## src/tmr8_pkg.sv

```systemverilog
// Constants for the 8-bit timer waveform and compare control block.
// Assumes a single clock domain; register offsets are byte addresses.
package tmr8_pkg;
    // Register byte offsets, one 32-bit word each
    localparam logic [4:0] ADDR_CTRL_A = 5'h00;
    localparam logic [4:0] ADDR_CTRL_B = 5'h04;
    localparam logic [4:0] ADDR_COUNT = 5'h08;
    localparam logic [4:0] ADDR_CMP_A = 5'h0C;
    localparam logic [4:0] ADDR_CMP_B = 5'h10;
    localparam logic [4:0] ADDR_FLAGS = 5'h14;
    // Control A field positions
    localparam int CA_OUT_A_LSB = 6;
    localparam int CA_OUT_B_LSB = 4;
    localparam int CA_WAVE_LSB = 0;
    // Control B field positions
    localparam int CB_FORCE_A_BIT = 7;
    localparam int CB_FORCE_B_BIT = 6;
    localparam int CB_WAVE_HI_BIT = 3;
    localparam int CB_TICK_LSB = 0;
    // Flag register bit positions
    localparam int FL_OVF_BIT = 0;
    localparam int FL_A_BIT = 1;
    localparam int FL_B_BIT = 2;
    // Writable masks of the control registers
    localparam logic [7:0] CTRL_A_WMASK = 8'hF3;
    localparam logic [7:0] CTRL_B_WMASK = 8'h0F;
    // Reset values
    localparam logic [7:0] CTRL_A_RESET = 8'h00;
    localparam logic [7:0] CTRL_B_RESET = 8'h00;
    localparam logic [7:0] COUNT_RESET = 8'h00;
    localparam logic [7:0] CMP_RESET = 8'h00;
    // Counter extremes
    localparam logic [7:0] CNT_MAX = 8'hFF;
    localparam logic [7:0] CNT_BOTTOM = 8'h00;
    // Waveform modes
    localparam logic [2:0] WM_NORMAL = 3'h0;
    localparam logic [2:0] WM_PC_FF = 3'h1;
    localparam logic [2:0] WM_CLEAR = 3'h2;
    localparam logic [2:0] WM_FAST_FF = 3'h3;
    localparam logic [2:0] WM_RESV4 = 3'h4;
    localparam logic [2:0] WM_PC_A = 3'h5;
    localparam logic [2:0] WM_RESV6 = 3'h6;
    localparam logic [2:0] WM_FAST_A = 3'h7;
    // Output modes
    localparam logic [1:0] OM_OFF = 2'h0;
    localparam logic [1:0] OM_TOGGLE = 2'h1;
    localparam logic [1:0] OM_CLEAR = 2'h2;
    localparam logic [1:0] OM_SET = 2'h3;
    // Tick source selections
    localparam logic [2:0] TS_STOP = 3'h0;
    localparam logic [2:0] TS_DIV1 = 3'h1;
    localparam logic [2:0] TS_DIV8 = 3'h2;
    localparam logic [2:0] TS_DIV64 = 3'h3;
    localparam logic [2:0] TS_DIV256 = 3'h4;
    localparam logic [2:0] TS_DIV1024 = 3'h5;
    localparam logic [2:0] TS_EXT_FALL = 3'h6;
    localparam logic [2:0] TS_EXT_RISE = 3'h7;
    // Bus slave states
    typedef enum logic [1:0] {
        TMR8_BUS_IDLE = 2'b01,
        TMR8_BUS_ANS = 2'b10
    } tmr8_bus_e;
endpackage

```

## src/tmr8_wave_ctrl.sv

```systemverilog
// 8-bit timer/counter with two compare channels and waveform outputs.
// Assumes synchronous inputs on clk and an Avalon-MM master on the bus.
// Contract
// RULE1: Counter runs on clk; the tick only enables counting, never clocks.
// RULE2: Nonzero channel output mode routes compare output onto its pin.
// RULE3: Pin driver enabled only while the pin direction selects output.
// RULE4: Non-PWM output modes: off, toggle, clear or set on match.
// RULE5: Fast PWM channel A: 10 clear on match, set at TOP; 11 reverse.
// RULE6: PWM channel A mode 01 toggles only with high mode bit set.
// RULE7: Fast PWM channel B: 10 and 11 as channel A; 01 reserved.
// RULE8: Phase PWM channel A: 10 clears going up, sets going down.
// RULE9: Phase PWM channel B behaves like A; mode 01 reserved.
// RULE10: PWM with compare equal TOP and upper bit set: ignore match.
// RULE11: Waveform mode is three bits split over both control registers.
// RULE12: TOP is 0xFF in modes 0,1,3; channel A compare in 2,5,7.
// RULE13: Compare writes immediate outside PWM, loaded at TOP in PWM.
// RULE14: Overflow sets at MAX in 0,2,3; BOTTOM in 1,5; TOP in 7.
// RULE15: Channel compare flags set on every compare match.
// RULE16: Clear-on-match and fast PWM A-top: A match sets flag, clears.
// RULE17: Reserved control bits read as zero.
// RULE18: Control B holds force strobes, high mode bit, tick select.
// RULE19: Force strobe outside PWM acts on output only; reads zero.
// RULE20: Tick select: stop, divide 1/8/64/256/1024, external edges.
// RULE21: Reserved bit writes ignored; reserved modes disconnect output.
`timescale 1ns/1ns
`default_nettype none
module tmr8_wave_ctrl
    import tmr8_pkg::*;
#(
    parameter int PRESC_W = 10
) (
    // Clock and reset
    input wire logic clk,
    input wire logic reset_n,
    // Avalon-MM slave
    input wire logic [4:0] avs_address,
    input wire logic avs_read,
    input wire logic avs_write,
    input wire logic [31:0] avs_writedata,
    input wire logic [3:0] avs_byteenable,
    output logic [31:0] avs_readdata,
    output logic avs_waitrequest,
    // External tick pin
    input wire logic ext_tick_in,
    // Port side of the two shared pins
    input wire logic chan_a_dir,
    input wire logic chan_b_dir,
    input wire logic port_a_out,
    input wire logic port_b_out,
    // Pin drivers
    output logic pin_a_out,
    output logic pin_a_oe,
    output logic pin_b_out,
    output logic pin_b_oe,
    // Status
    output logic chan_a_wave_out,
    output logic chan_b_wave_out,
    output logic overflow_flag,
    output logic chan_a_match_flag,
    output logic chan_b_match_flag
);
    function automatic logic is_pwm(input logic [2:0] m);
        is_pwm = (m == WM_PC_FF) || (m == WM_FAST_FF) ||
                 (m == WM_PC_A) || (m == WM_FAST_A);
    endfunction

    function automatic logic is_fast(input logic [2:0] m);
        is_fast = (m == WM_FAST_FF) || (m == WM_FAST_A);
    endfunction

    // Output connected unless its output mode is off, a reserved mode is selected, or it toggles in PWM other than channel A with the high mode bit set
    function automatic logic conn(input logic [2:0] m, input logic [1:0] c,
                                  input logic chan_a);
        conn = (c != OM_OFF) && (m != WM_RESV4) && (m != WM_RESV6) &&
               !(is_pwm(m) && c == OM_TOGGLE && !(chan_a && m[2]));
    endfunction

    function automatic logic wave_next(input logic [2:0] m,
                                       input logic [1:0] c, input logic w,
                                       input logic hit, input logic top,
                                       input logic up, input logic eq_top);
        logic h;
        h = hit;
        wave_next = w;
        if (is_pwm(m) && c[1] && eq_top) begin
            h = 1'b0; // RULE10
        end
        if (!is_pwm(m)) begin
            if (h) begin
                case (c) // RULE4
                    OM_TOGGLE: wave_next = !w;
                    OM_CLEAR: wave_next = 1'b0;
                    OM_SET: wave_next = 1'b1;
                    default: wave_next = w;
                endcase
            end
        end else if (c == OM_TOGGLE) begin
            if (h) begin
                wave_next = !w; // RULE6
            end
        end else if (c[1] && is_fast(m)) begin
            if (top) begin
                wave_next = !c[0]; // RULE5 RULE7
            end else if (h) begin
                wave_next = c[0];
            end
        end else if (c[1]) begin
            if (top && eq_top) begin
                wave_next = !c[0]; // RULE10
            end else if (h) begin
                wave_next = up ? c[0] : !c[0]; // RULE8 RULE9
            end
        end
    endfunction

    tmr8_bus_e bus_q, bus_d;
    logic [31:0] rdata_q, rdata_d;
    logic [7:0] ctrl_a_q, ctrl_a_d, ctrl_b_q, ctrl_b_d;
    logic [7:0] cnt_q, cnt_d;
    logic [7:0] buf_a_q, buf_a_d, buf_b_q, buf_b_d;
    logic [7:0] act_a_q, act_a_d, act_b_q, act_b_d;
    logic up_q, up_d;
    logic block_q;
    logic [PRESC_W-1:0] presc_q;
    logic ext_prev_q;
    logic wave_a_q, wave_a_d, wave_b_q, wave_b_d;
    logic ovf_q, ovf_d, fla_q, fla_d, flb_q, flb_d;

    // Bus decode
    wire req = avs_read | avs_write;
    wire fire = (bus_q == TMR8_BUS_ANS) & req;
    wire wr = fire & avs_write & avs_byteenable[0];
    wire [7:0] wd = avs_writedata[7:0];
    wire wr_ctrl_a = wr & (avs_address == ADDR_CTRL_A);
    wire wr_ctrl_b = wr & (avs_address == ADDR_CTRL_B);
    wire wr_cnt = wr & (avs_address == ADDR_COUNT);
    wire wr_cmp_a = wr & (avs_address == ADDR_CMP_A);
    wire wr_cmp_b = wr & (avs_address == ADDR_CMP_B);
    wire wr_flags = wr & (avs_address == ADDR_FLAGS);
    wire [7:0] flags_v = {5'h00, flb_q, fla_q, ovf_q};
    logic [7:0] rd_mux;
    assign avs_waitrequest = req & (bus_q == TMR8_BUS_IDLE);
    assign avs_readdata = rdata_q;

    // Mode decode
    wire [1:0] com_a = ctrl_a_q[CA_OUT_A_LSB+:2];
    wire [1:0] com_b = ctrl_a_q[CA_OUT_B_LSB+:2];
    wire [2:0] tick_sel = ctrl_b_q[CB_TICK_LSB+:3];
    wire [2:0] mode = {ctrl_b_q[CB_WAVE_HI_BIT],
                       ctrl_a_q[CA_WAVE_LSB+:2]}; // RULE11
    wire pwm = is_pwm(mode);
    wire fast = is_fast(mode);
    wire pc = pwm & !fast;
    wire top_is_a = (mode == WM_CLEAR) || (mode == WM_PC_A) ||
                    (mode == WM_FAST_A);
    wire [7:0] top_val = top_is_a ? act_a_q : CNT_MAX; // RULE12

    // Tick source; stop resets the prescaler so division starts clean
    wire ext_fall = ext_prev_q & !ext_tick_in;
    wire ext_rise = !ext_prev_q & ext_tick_in;
    logic tick;
    always_comb begin
        case (tick_sel) // RULE20
            TS_DIV1: tick = 1'b1;
            TS_DIV8: tick = &presc_q[2:0];
            TS_DIV64: tick = &presc_q[5:0];
            TS_DIV256: tick = &presc_q[7:0];
            TS_DIV1024: tick = &presc_q[9:0];
            TS_EXT_FALL: tick = ext_fall;
            TS_EXT_RISE: tick = ext_rise;
            default: tick = 1'b0;
        endcase
    end

    // Compare events
    wire at_top = tick & (cnt_q == top_val);
    wire at_bot = tick & (cnt_q == CNT_BOTTOM);
    wire match_a = tick & !block_q & (cnt_q == act_a_q);
    wire match_b = tick & !block_q & (cnt_q == act_b_q);
    wire frc_a = wr_ctrl_b & wd[CB_FORCE_A_BIT] & !pwm; // RULE19
    wire frc_b = wr_ctrl_b & wd[CB_FORCE_B_BIT] & !pwm; // RULE19
    wire conn_a = conn(mode, com_a, 1'b1);
    wire conn_b = conn(mode, com_b, 1'b0);
    wire ovf_hit = ((mode == WM_NORMAL || mode == WM_CLEAR ||
                     mode == WM_FAST_FF) && tick && cnt_q == CNT_MAX) ||
                   (pc && at_bot) ||
                   (mode == WM_FAST_A && at_top); // RULE14

    // Pins take the wave only when routed; direction owns the driver
    assign pin_a_out = conn_a ? wave_a_q : port_a_out; // RULE2 RULE21
    assign pin_b_out = conn_b ? wave_b_q : port_b_out; // RULE2 RULE21
    assign pin_a_oe = chan_a_dir; // RULE3
    assign pin_b_oe = chan_b_dir; // RULE3
    assign chan_a_wave_out = wave_a_q;
    assign chan_b_wave_out = wave_b_q;
    assign overflow_flag = ovf_q;
    assign chan_a_match_flag = fla_q;
    assign chan_b_match_flag = flb_q;

    always_comb begin
        if (avs_address == ADDR_CTRL_A) begin
            rd_mux = ctrl_a_q & CTRL_A_WMASK; // RULE17
        end else if (avs_address == ADDR_CTRL_B) begin
            rd_mux = ctrl_b_q & CTRL_B_WMASK; // RULE17 RULE19
        end else if (avs_address == ADDR_COUNT) begin
            rd_mux = cnt_q;
        end else if (avs_address == ADDR_CMP_A) begin
            rd_mux = buf_a_q;
        end else if (avs_address == ADDR_CMP_B) begin
            rd_mux = buf_b_q;
        end else if (avs_address == ADDR_FLAGS) begin
            rd_mux = flags_v;
        end else begin
            rd_mux = 8'h00;
        end
    end

    always_comb begin
        bus_d = bus_q;
        case (bus_q)
            TMR8_BUS_IDLE: if (req) bus_d = TMR8_BUS_ANS;
            TMR8_BUS_ANS: bus_d = TMR8_BUS_IDLE;
            default: bus_d = TMR8_BUS_IDLE;
        endcase
        rdata_d = rdata_q;
        if (bus_q == TMR8_BUS_IDLE && avs_read) begin
            rdata_d = {24'h00_0000, rd_mux};
        end
    end

    always_comb begin
        ctrl_a_d = wr_ctrl_a ? (wd & CTRL_A_WMASK) : ctrl_a_q; // RULE21
        // Force strobes are never stored
        ctrl_b_d = wr_ctrl_b ? (wd & CTRL_B_WMASK) : ctrl_b_q; // RULE18
        buf_a_d = wr_cmp_a ? wd : buf_a_q;
        buf_b_d = wr_cmp_b ? wd : buf_b_q;
        act_a_d = pwm ? (at_top ? buf_a_q : act_a_q) : buf_a_d; // RULE13
        act_b_d = pwm ? (at_top ? buf_b_q : act_b_q) : buf_b_d; // RULE13
    end

    always_comb begin
        cnt_d = cnt_q;
        up_d = up_q;
        if (wr_cnt) begin
            cnt_d = wd;
        end else if (tick) begin // RULE1
            if (pc) begin
                if (up_q && cnt_q == top_val) begin
                    up_d = 1'b0;
                    cnt_d = cnt_q - 8'h01;
                end else if (!up_q && cnt_q == CNT_BOTTOM) begin
                    up_d = 1'b1;
                    cnt_d = cnt_q + 8'h01;
                end else begin
                    cnt_d = up_q ? cnt_q + 8'h01 : cnt_q - 8'h01;
                end
            end else if (top_is_a || fast) begin
                cnt_d = (cnt_q == top_val) ? CNT_BOTTOM
                                           : cnt_q + 8'h01; // RULE16
            end else begin
                up_d = 1'b1;
                cnt_d = cnt_q + 8'h01;
            end
        end
    end

    always_comb begin
        wave_a_d = wave_next(mode, com_a, wave_a_q, match_a | frc_a, at_top,
                             up_q, act_a_q == top_val);
        wave_b_d = wave_next(mode, com_b, wave_b_q, match_b | frc_b, at_top,
                             up_q, act_b_q == top_val);
        // A clear that meets a new event keeps the flag set
        ovf_d = ovf_hit | (ovf_q & !(wr_flags & wd[FL_OVF_BIT]));
        fla_d = match_a | (fla_q & !(wr_flags & wd[FL_A_BIT])); // RULE15
        flb_d = match_b | (flb_q & !(wr_flags & wd[FL_B_BIT])); // RULE15
    end

    always_ff @(posedge clk or negedge reset_n) begin
        if (!reset_n) begin
            bus_q <= TMR8_BUS_IDLE;
            rdata_q <= 32'h0000_0000;
            ctrl_a_q <= CTRL_A_RESET;
            ctrl_b_q <= CTRL_B_RESET;
            buf_a_q <= CMP_RESET;
            buf_b_q <= CMP_RESET;
            act_a_q <= CMP_RESET;
            act_b_q <= CMP_RESET;
        end else begin
            bus_q <= bus_d;
            rdata_q <= rdata_d;
            ctrl_a_q <= ctrl_a_d;
            ctrl_b_q <= ctrl_b_d;
            buf_a_q <= buf_a_d;
            buf_b_q <= buf_b_d;
            act_a_q <= act_a_d;
            act_b_q <= act_b_d;
        end
    end

    // A software count write masks the compare on the next tick
    always_ff @(posedge clk or negedge reset_n) begin
        if (!reset_n) begin
            cnt_q <= COUNT_RESET;
            up_q <= 1'b1;
            block_q <= 1'b0;
            presc_q <= '0;
            ext_prev_q <= 1'b0;
        end else begin
            cnt_q <= cnt_d;
            up_q <= up_d;
            block_q <= wr_cnt | (block_q & !tick);
            presc_q <= (tick_sel == TS_STOP) ? '0 : presc_q + 1'b1;
            ext_prev_q <= ext_tick_in;
        end
    end

    always_ff @(posedge clk or negedge reset_n) begin
        if (!reset_n) begin
            wave_a_q <= 1'b0;
            wave_b_q <= 1'b0;
            ovf_q <= 1'b0;
            fla_q <= 1'b0;
            flb_q <= 1'b0;
        end else begin
            wave_a_q <= wave_a_d;
            wave_b_q <= wave_b_d;
            ovf_q <= ovf_d;
            fla_q <= fla_d;
            flb_q <= flb_d;
        end
    end
endmodule
`default_nettype wire

```

## config.mk

```make
export PLATFORM = sky130hd
export DESIGN_NAME = tmr8_wave_ctrl
export DESIGN_NICKNAME = d
export VERILOG_FILES = /design/src/tmr8_pkg.sv /design/src/tmr8_wave_ctrl.sv
export SDC_FILE = /design/constraint.sdc
export NUM_CORES = 1
export LEC_CHECK = 0
export BUFFER_PORTS_ARGS = -buffer_cell sky130_fd_sc_hd__buf_2
export CORE_MARGIN = 2
export CORE_UTILIZATION = 50
export CTS_CLUSTER_DIAMETER = 150
export DETAILED_ROUTE_END_ITERATION = 8
export GPL_TIMING_DRIVEN = 0
export PLACE_DENSITY = 0.73
export SETUP_SLACK_MARGIN = 0.2
export SLEW_MARGIN = 20
export SYNTH_ARGS = -nofsm -noshare
export SYNTH_HDL_FRONTEND = slang
export SYNTH_SLANG_ARGS = --single-unit
```

## constraint.sdc

```tcl
create_clock -name clk -period 3.25 [get_ports clk]
set_input_delay 0.1625 -clock clk [delete_from_list [all_inputs] [get_ports clk]]
set_output_delay 0.1625 -clock clk [all_outputs]
set_load 0.005 [all_outputs]
```

==> summary.txt <==
type of origin of the critical path - register
switching power as a share of total power - 40.68%
result of the run - complete, no violations
total placed instance area - 5685 um^2
number of placed instances, taps included - 812
Critical Path, Cell by Cell - buf_6 > or3b_1 > buf_6 > a21oi_4 > o21ai_2 > or4_4 > buf_8 > or2_1 > o2111a_1 > o31a_1 > mux2_2
reg2reg setup slack - 0.26 ns
synth unique cells - 68
commonest register cell after synthesis - dfrtp_1
startpoint of the worst-slack reg-to-reg timing path - ctrl_b_q[3]
CTS H-Tree Depth - 3
Simple-Gate Fraction of Synth Area - 20.08%
pwr/cell area - 580.1 nW/um^2
unrepaired setup endpoints after global routing - true
drt first-iter violations - 493
Die X-Extent - 106.1 um
top metal layer carrying routed signals - met4
switching power total - 0.001432 W
hold path startpoint - avs_read
Post-synth EDFFs - 0
leakage power - 2.717 nW
overall die area - 11250 um^2
worst-margin pin slew - 1.098 ns
setup clock skew after layout - 0.01872 ns
Max Clock Freq - 334.2 MHz
GPL Wtd Cong - 0.9712
cell count after synthesis - 614
average via count per standard cell - 5.972
master of the slowest instance on the critical path - or4_4
final number of hold-violating endpoints - 0
number of buffers between clock root and the deepest sink - 2
share of synthesized cell area in full adder, half adder and majority cells - 0.9608%
combined area of all synthesized cells - 5209 um^2
fraction of registers with async set/reset - 100.0%
global-route congestion overflow total - 0
layout-stage area growth over the synthesis result - 16.45%
setup slack at placement - -0.04726 ns
share of final-layout standard cells stronger than drive strength 1 - 21.03%
Internal Power - 0.002087 W
MaxCap Viol Count - 0
Clk Latency, worst-skew pair - 0.38 ns
number of search-and-repair iterations in the first detailed-routing pass - 5
Reg clk slew, reported paths - 0.08 ns
length of routed wiring on met1 - 6845 um
number of global-route vias before repair - 4639
total area of multi-input combinational cells - 2987 um^2
diode count - 0
detailed-routed wire length on met2 - 7184 um
post-layout util - 59.29%
Storage cell area - 1954 um^2
Core Area - 10230 um^2
antenna violations before repair - 0
number of clock buffers inserted by TritonCTS - 9
CTS tree - yes
first-pass GRT wire length - 24940 um
Total Routing Usage GR - 28.81%
root buffer cell - clkbuf_8
Routed WL - 15790 um
flip-flop and latch count after synthesis - 78
synthesis warning total - 0
highest cell delay on the worst timing path - 0.55 ns
Routed WL per cell - 18.91 um
path class of the lowest-slack min-delay path - in -> reg
num ports - 92
final net count - 748
portion of the post-synthesis area used by sequential elements - 37.52%
fraction of synthesized area in multiplexers - 6.966%
number of max-slew violations in the final report - 0
data required time of the worst path - 3.51 ns
number of fill cells in the layout - 895
headroom to the max-slew limit - 26.11%
height of the chip - 106.1 um
fraction of the cycle the final worst path needs - 92.07%
area of all placed cells without fillers - 6066 um^2
setup violators final - 0
main combinational cell family by area after synthesis - compound AO/OA/AOI/OAI gates
critical path startpoint - ctrl_b_q[3]
Compound-Gate Fraction of Synth Area - 20.85%
VDD IR-drop max - 0.0003912 V
routed via count - 4987
sequential share of power - 41.8%
Comb pwr share - 36.9%
final hold slack - 0.02237 ns
Port Buf Inserts - 38
number of sinks driven by the clock tree - 78
xor/xnor share of the synthesized area - 4.876%
Crit Path Category - reg -> reg
fraction of power consumed by the clock network - 21.3%
syn avg cell area - 8.483 um^2
initial core utilization - 50.91%
worst-path maximum fanout - 6
arrival time at the worst endpoint - 3.25 ns
maximum number of pins on one net before global-route repair - 51
Antenna Violating Nets Remaining - 0
Cell Rows - 37
placed wire-length estimate - 11660 um
setup slack of the critical path after layout - 0.2578 ns
Period minus WS final - 2.992 ns
non-filler cells, final - 835
Crit. End Element - register
most frequent cell on the critical path - buf_6
met3 wire length - 1307 um
DRC errors left - 0
-- synth_stat cells, types with 8 or more instances --
| cell | instances | area [um^2] |
|---|---|---|
| nand2_1 | 80 | 300.3 |
| dfrtp_1 | 76 | 1902 |
| nor2_1 | 52 | 195.2 |
| o21ai_0 | 31 | 155.2 |
| a31oi_1 | 30 | 187.7 |
| a21oi_1 | 29 | 145.1 |
| buf_4 | 26 | 195.2 |
| clkbuf_1 | 26 | 97.59 |
| mux2_2 | 26 | 292.8 |
| inv_1 | 19 | 71.32 |
| xnor2_1 | 18 | 157.7 |
| a22oi_1 | 13 | 97.59 |
| and3_1 | 12 | 75.07 |
| nor3_1 | 12 | 60.06 |
| xor2_1 | 11 | 96.34 |
| nand3_1 | 10 | 50.05 |
| buf_1 | 8 | 30.03 |
-- power groups by stage --
stage	combinational, W	sequential, W	clock, W
after global routing	0.00144	0.00149	0.000792
after detailed placement	0.00122	0.00147	0
after floorplan	0.000912	0.00135	0
final	0.00130	0.00147	0.000749
after global placement	0.00119	0.00146	0
after CTS	0.00125	0.00145	0.000747
-- registers in the layout (all words and copies together) (netlist names), 2 cells and up --
| name | cells |
|---|---|
| cnt_q | 8 |
| act_b_q | 8 |
| bus_q | 2 |
| ctrl_b_q | 4 |
| buf_b_q | 8 |
| presc_q | 10 |
| ctrl_a_q | 6 |
| buf_a_q | 8 |
| avs_readdata | 8 |
| act_a_q | 8 |
-- critical path, delay by kind of cell (launching register included) --
family                 cells  cell delay, ns
AO/OA/AOI/OAI              4            0.68
buffers and inverters      3            0.42
flip-flops                 1            0.38
multiplexers               1            0.26
AND/OR/NAND/NOR            3            1.15
-- placed cells by master (no fill, tap or decap), types with 4 or more instances in the layout --
cell type	n
nand3_1	10
clkbuf_8	10
nand2b_1	5
a211oi_1	5
mux2_2	26
mux2i_1	7
a21o_1	4
a31oi_1	30
xnor2_1	18
buf_1	6
nor2_1	49
and2_1	6
a21oi_1	27
o22ai_1	5
and3_1	12
nand2_1	80
a22oi_1	13
inv_1	19
nand4_1	4
dfrtp_1	76
nor3_1	10
nor2b_1	7
xor2_1	11
o211ai_1	7
buf_2	43
conb_1	24
o21ai_0	30
ha_1	4
clkbuf_1	22
buf_4	32
clkbuf_2	4
a2111oi_0	4
o31ai_1	7
-- timing repair --
action,4_1_cts,5_1_grt
hold buffers,2,0
resized for setup,9,26
setup buffers,0,5
pin swaps,0,10
endpoints found under the setup margin,21,24
hold endpoints to repair,28,0
-- cell families after synthesis --
group	Yosys count
other	1
XOR/XNOR	29
AND/OR/NAND/NOR	217
AO/OA/AOI/OAI	164
flip-flops	78
buffers and inverters	88
multiplexers	33
adder cells (fa/ha/maj)	4
-- final cells by class --
class / count / area share (%)
inverters: 19 / 1.176
repair buffers: 46 / 4.579
plain buffers: 69 / 6.704
clock buffers: 10 / 2.269
flip-flops and latches: 78 / 32.22
multi-input cells: 471 / 49.24
well taps: 136 / 2.805
clock inverters: 6 / 1.011
-- layer usage --
layer,vias to the layer above,global-route usage [%]
li1,2312,-
met1,2399,40.17
met2,248,44.47
met3,28,5.457
met4,0,11.37
met5,-,0
-- worst paths after layout --
path,end,cells after the start
max,chan_a_wave_out,11
min,bus_q[0],2
max reg2reg,chan_a_wave_out,11
min reg2reg,presc_q[0],1
max in group asynchronous,up_q,3
min in group asynchronous,presc_q[8],2
-- metrics by stage --
| stage | TNS (ns) | power (W) |
|---|---|---|
| 2_1_floorplan | 0 | 0.002265 |
| 3_3_place_gp | -0.06566 | 0.002646 |
| 3_5_place_dp | -0.1311 | 0.002687 |
| 4_1_cts | 0 | 0.003448 |
| 5_1_grt | 0 | 0.003717 |
| 6_report | 0 | 0.003519 |
Power figures use the tool's default switching activity.
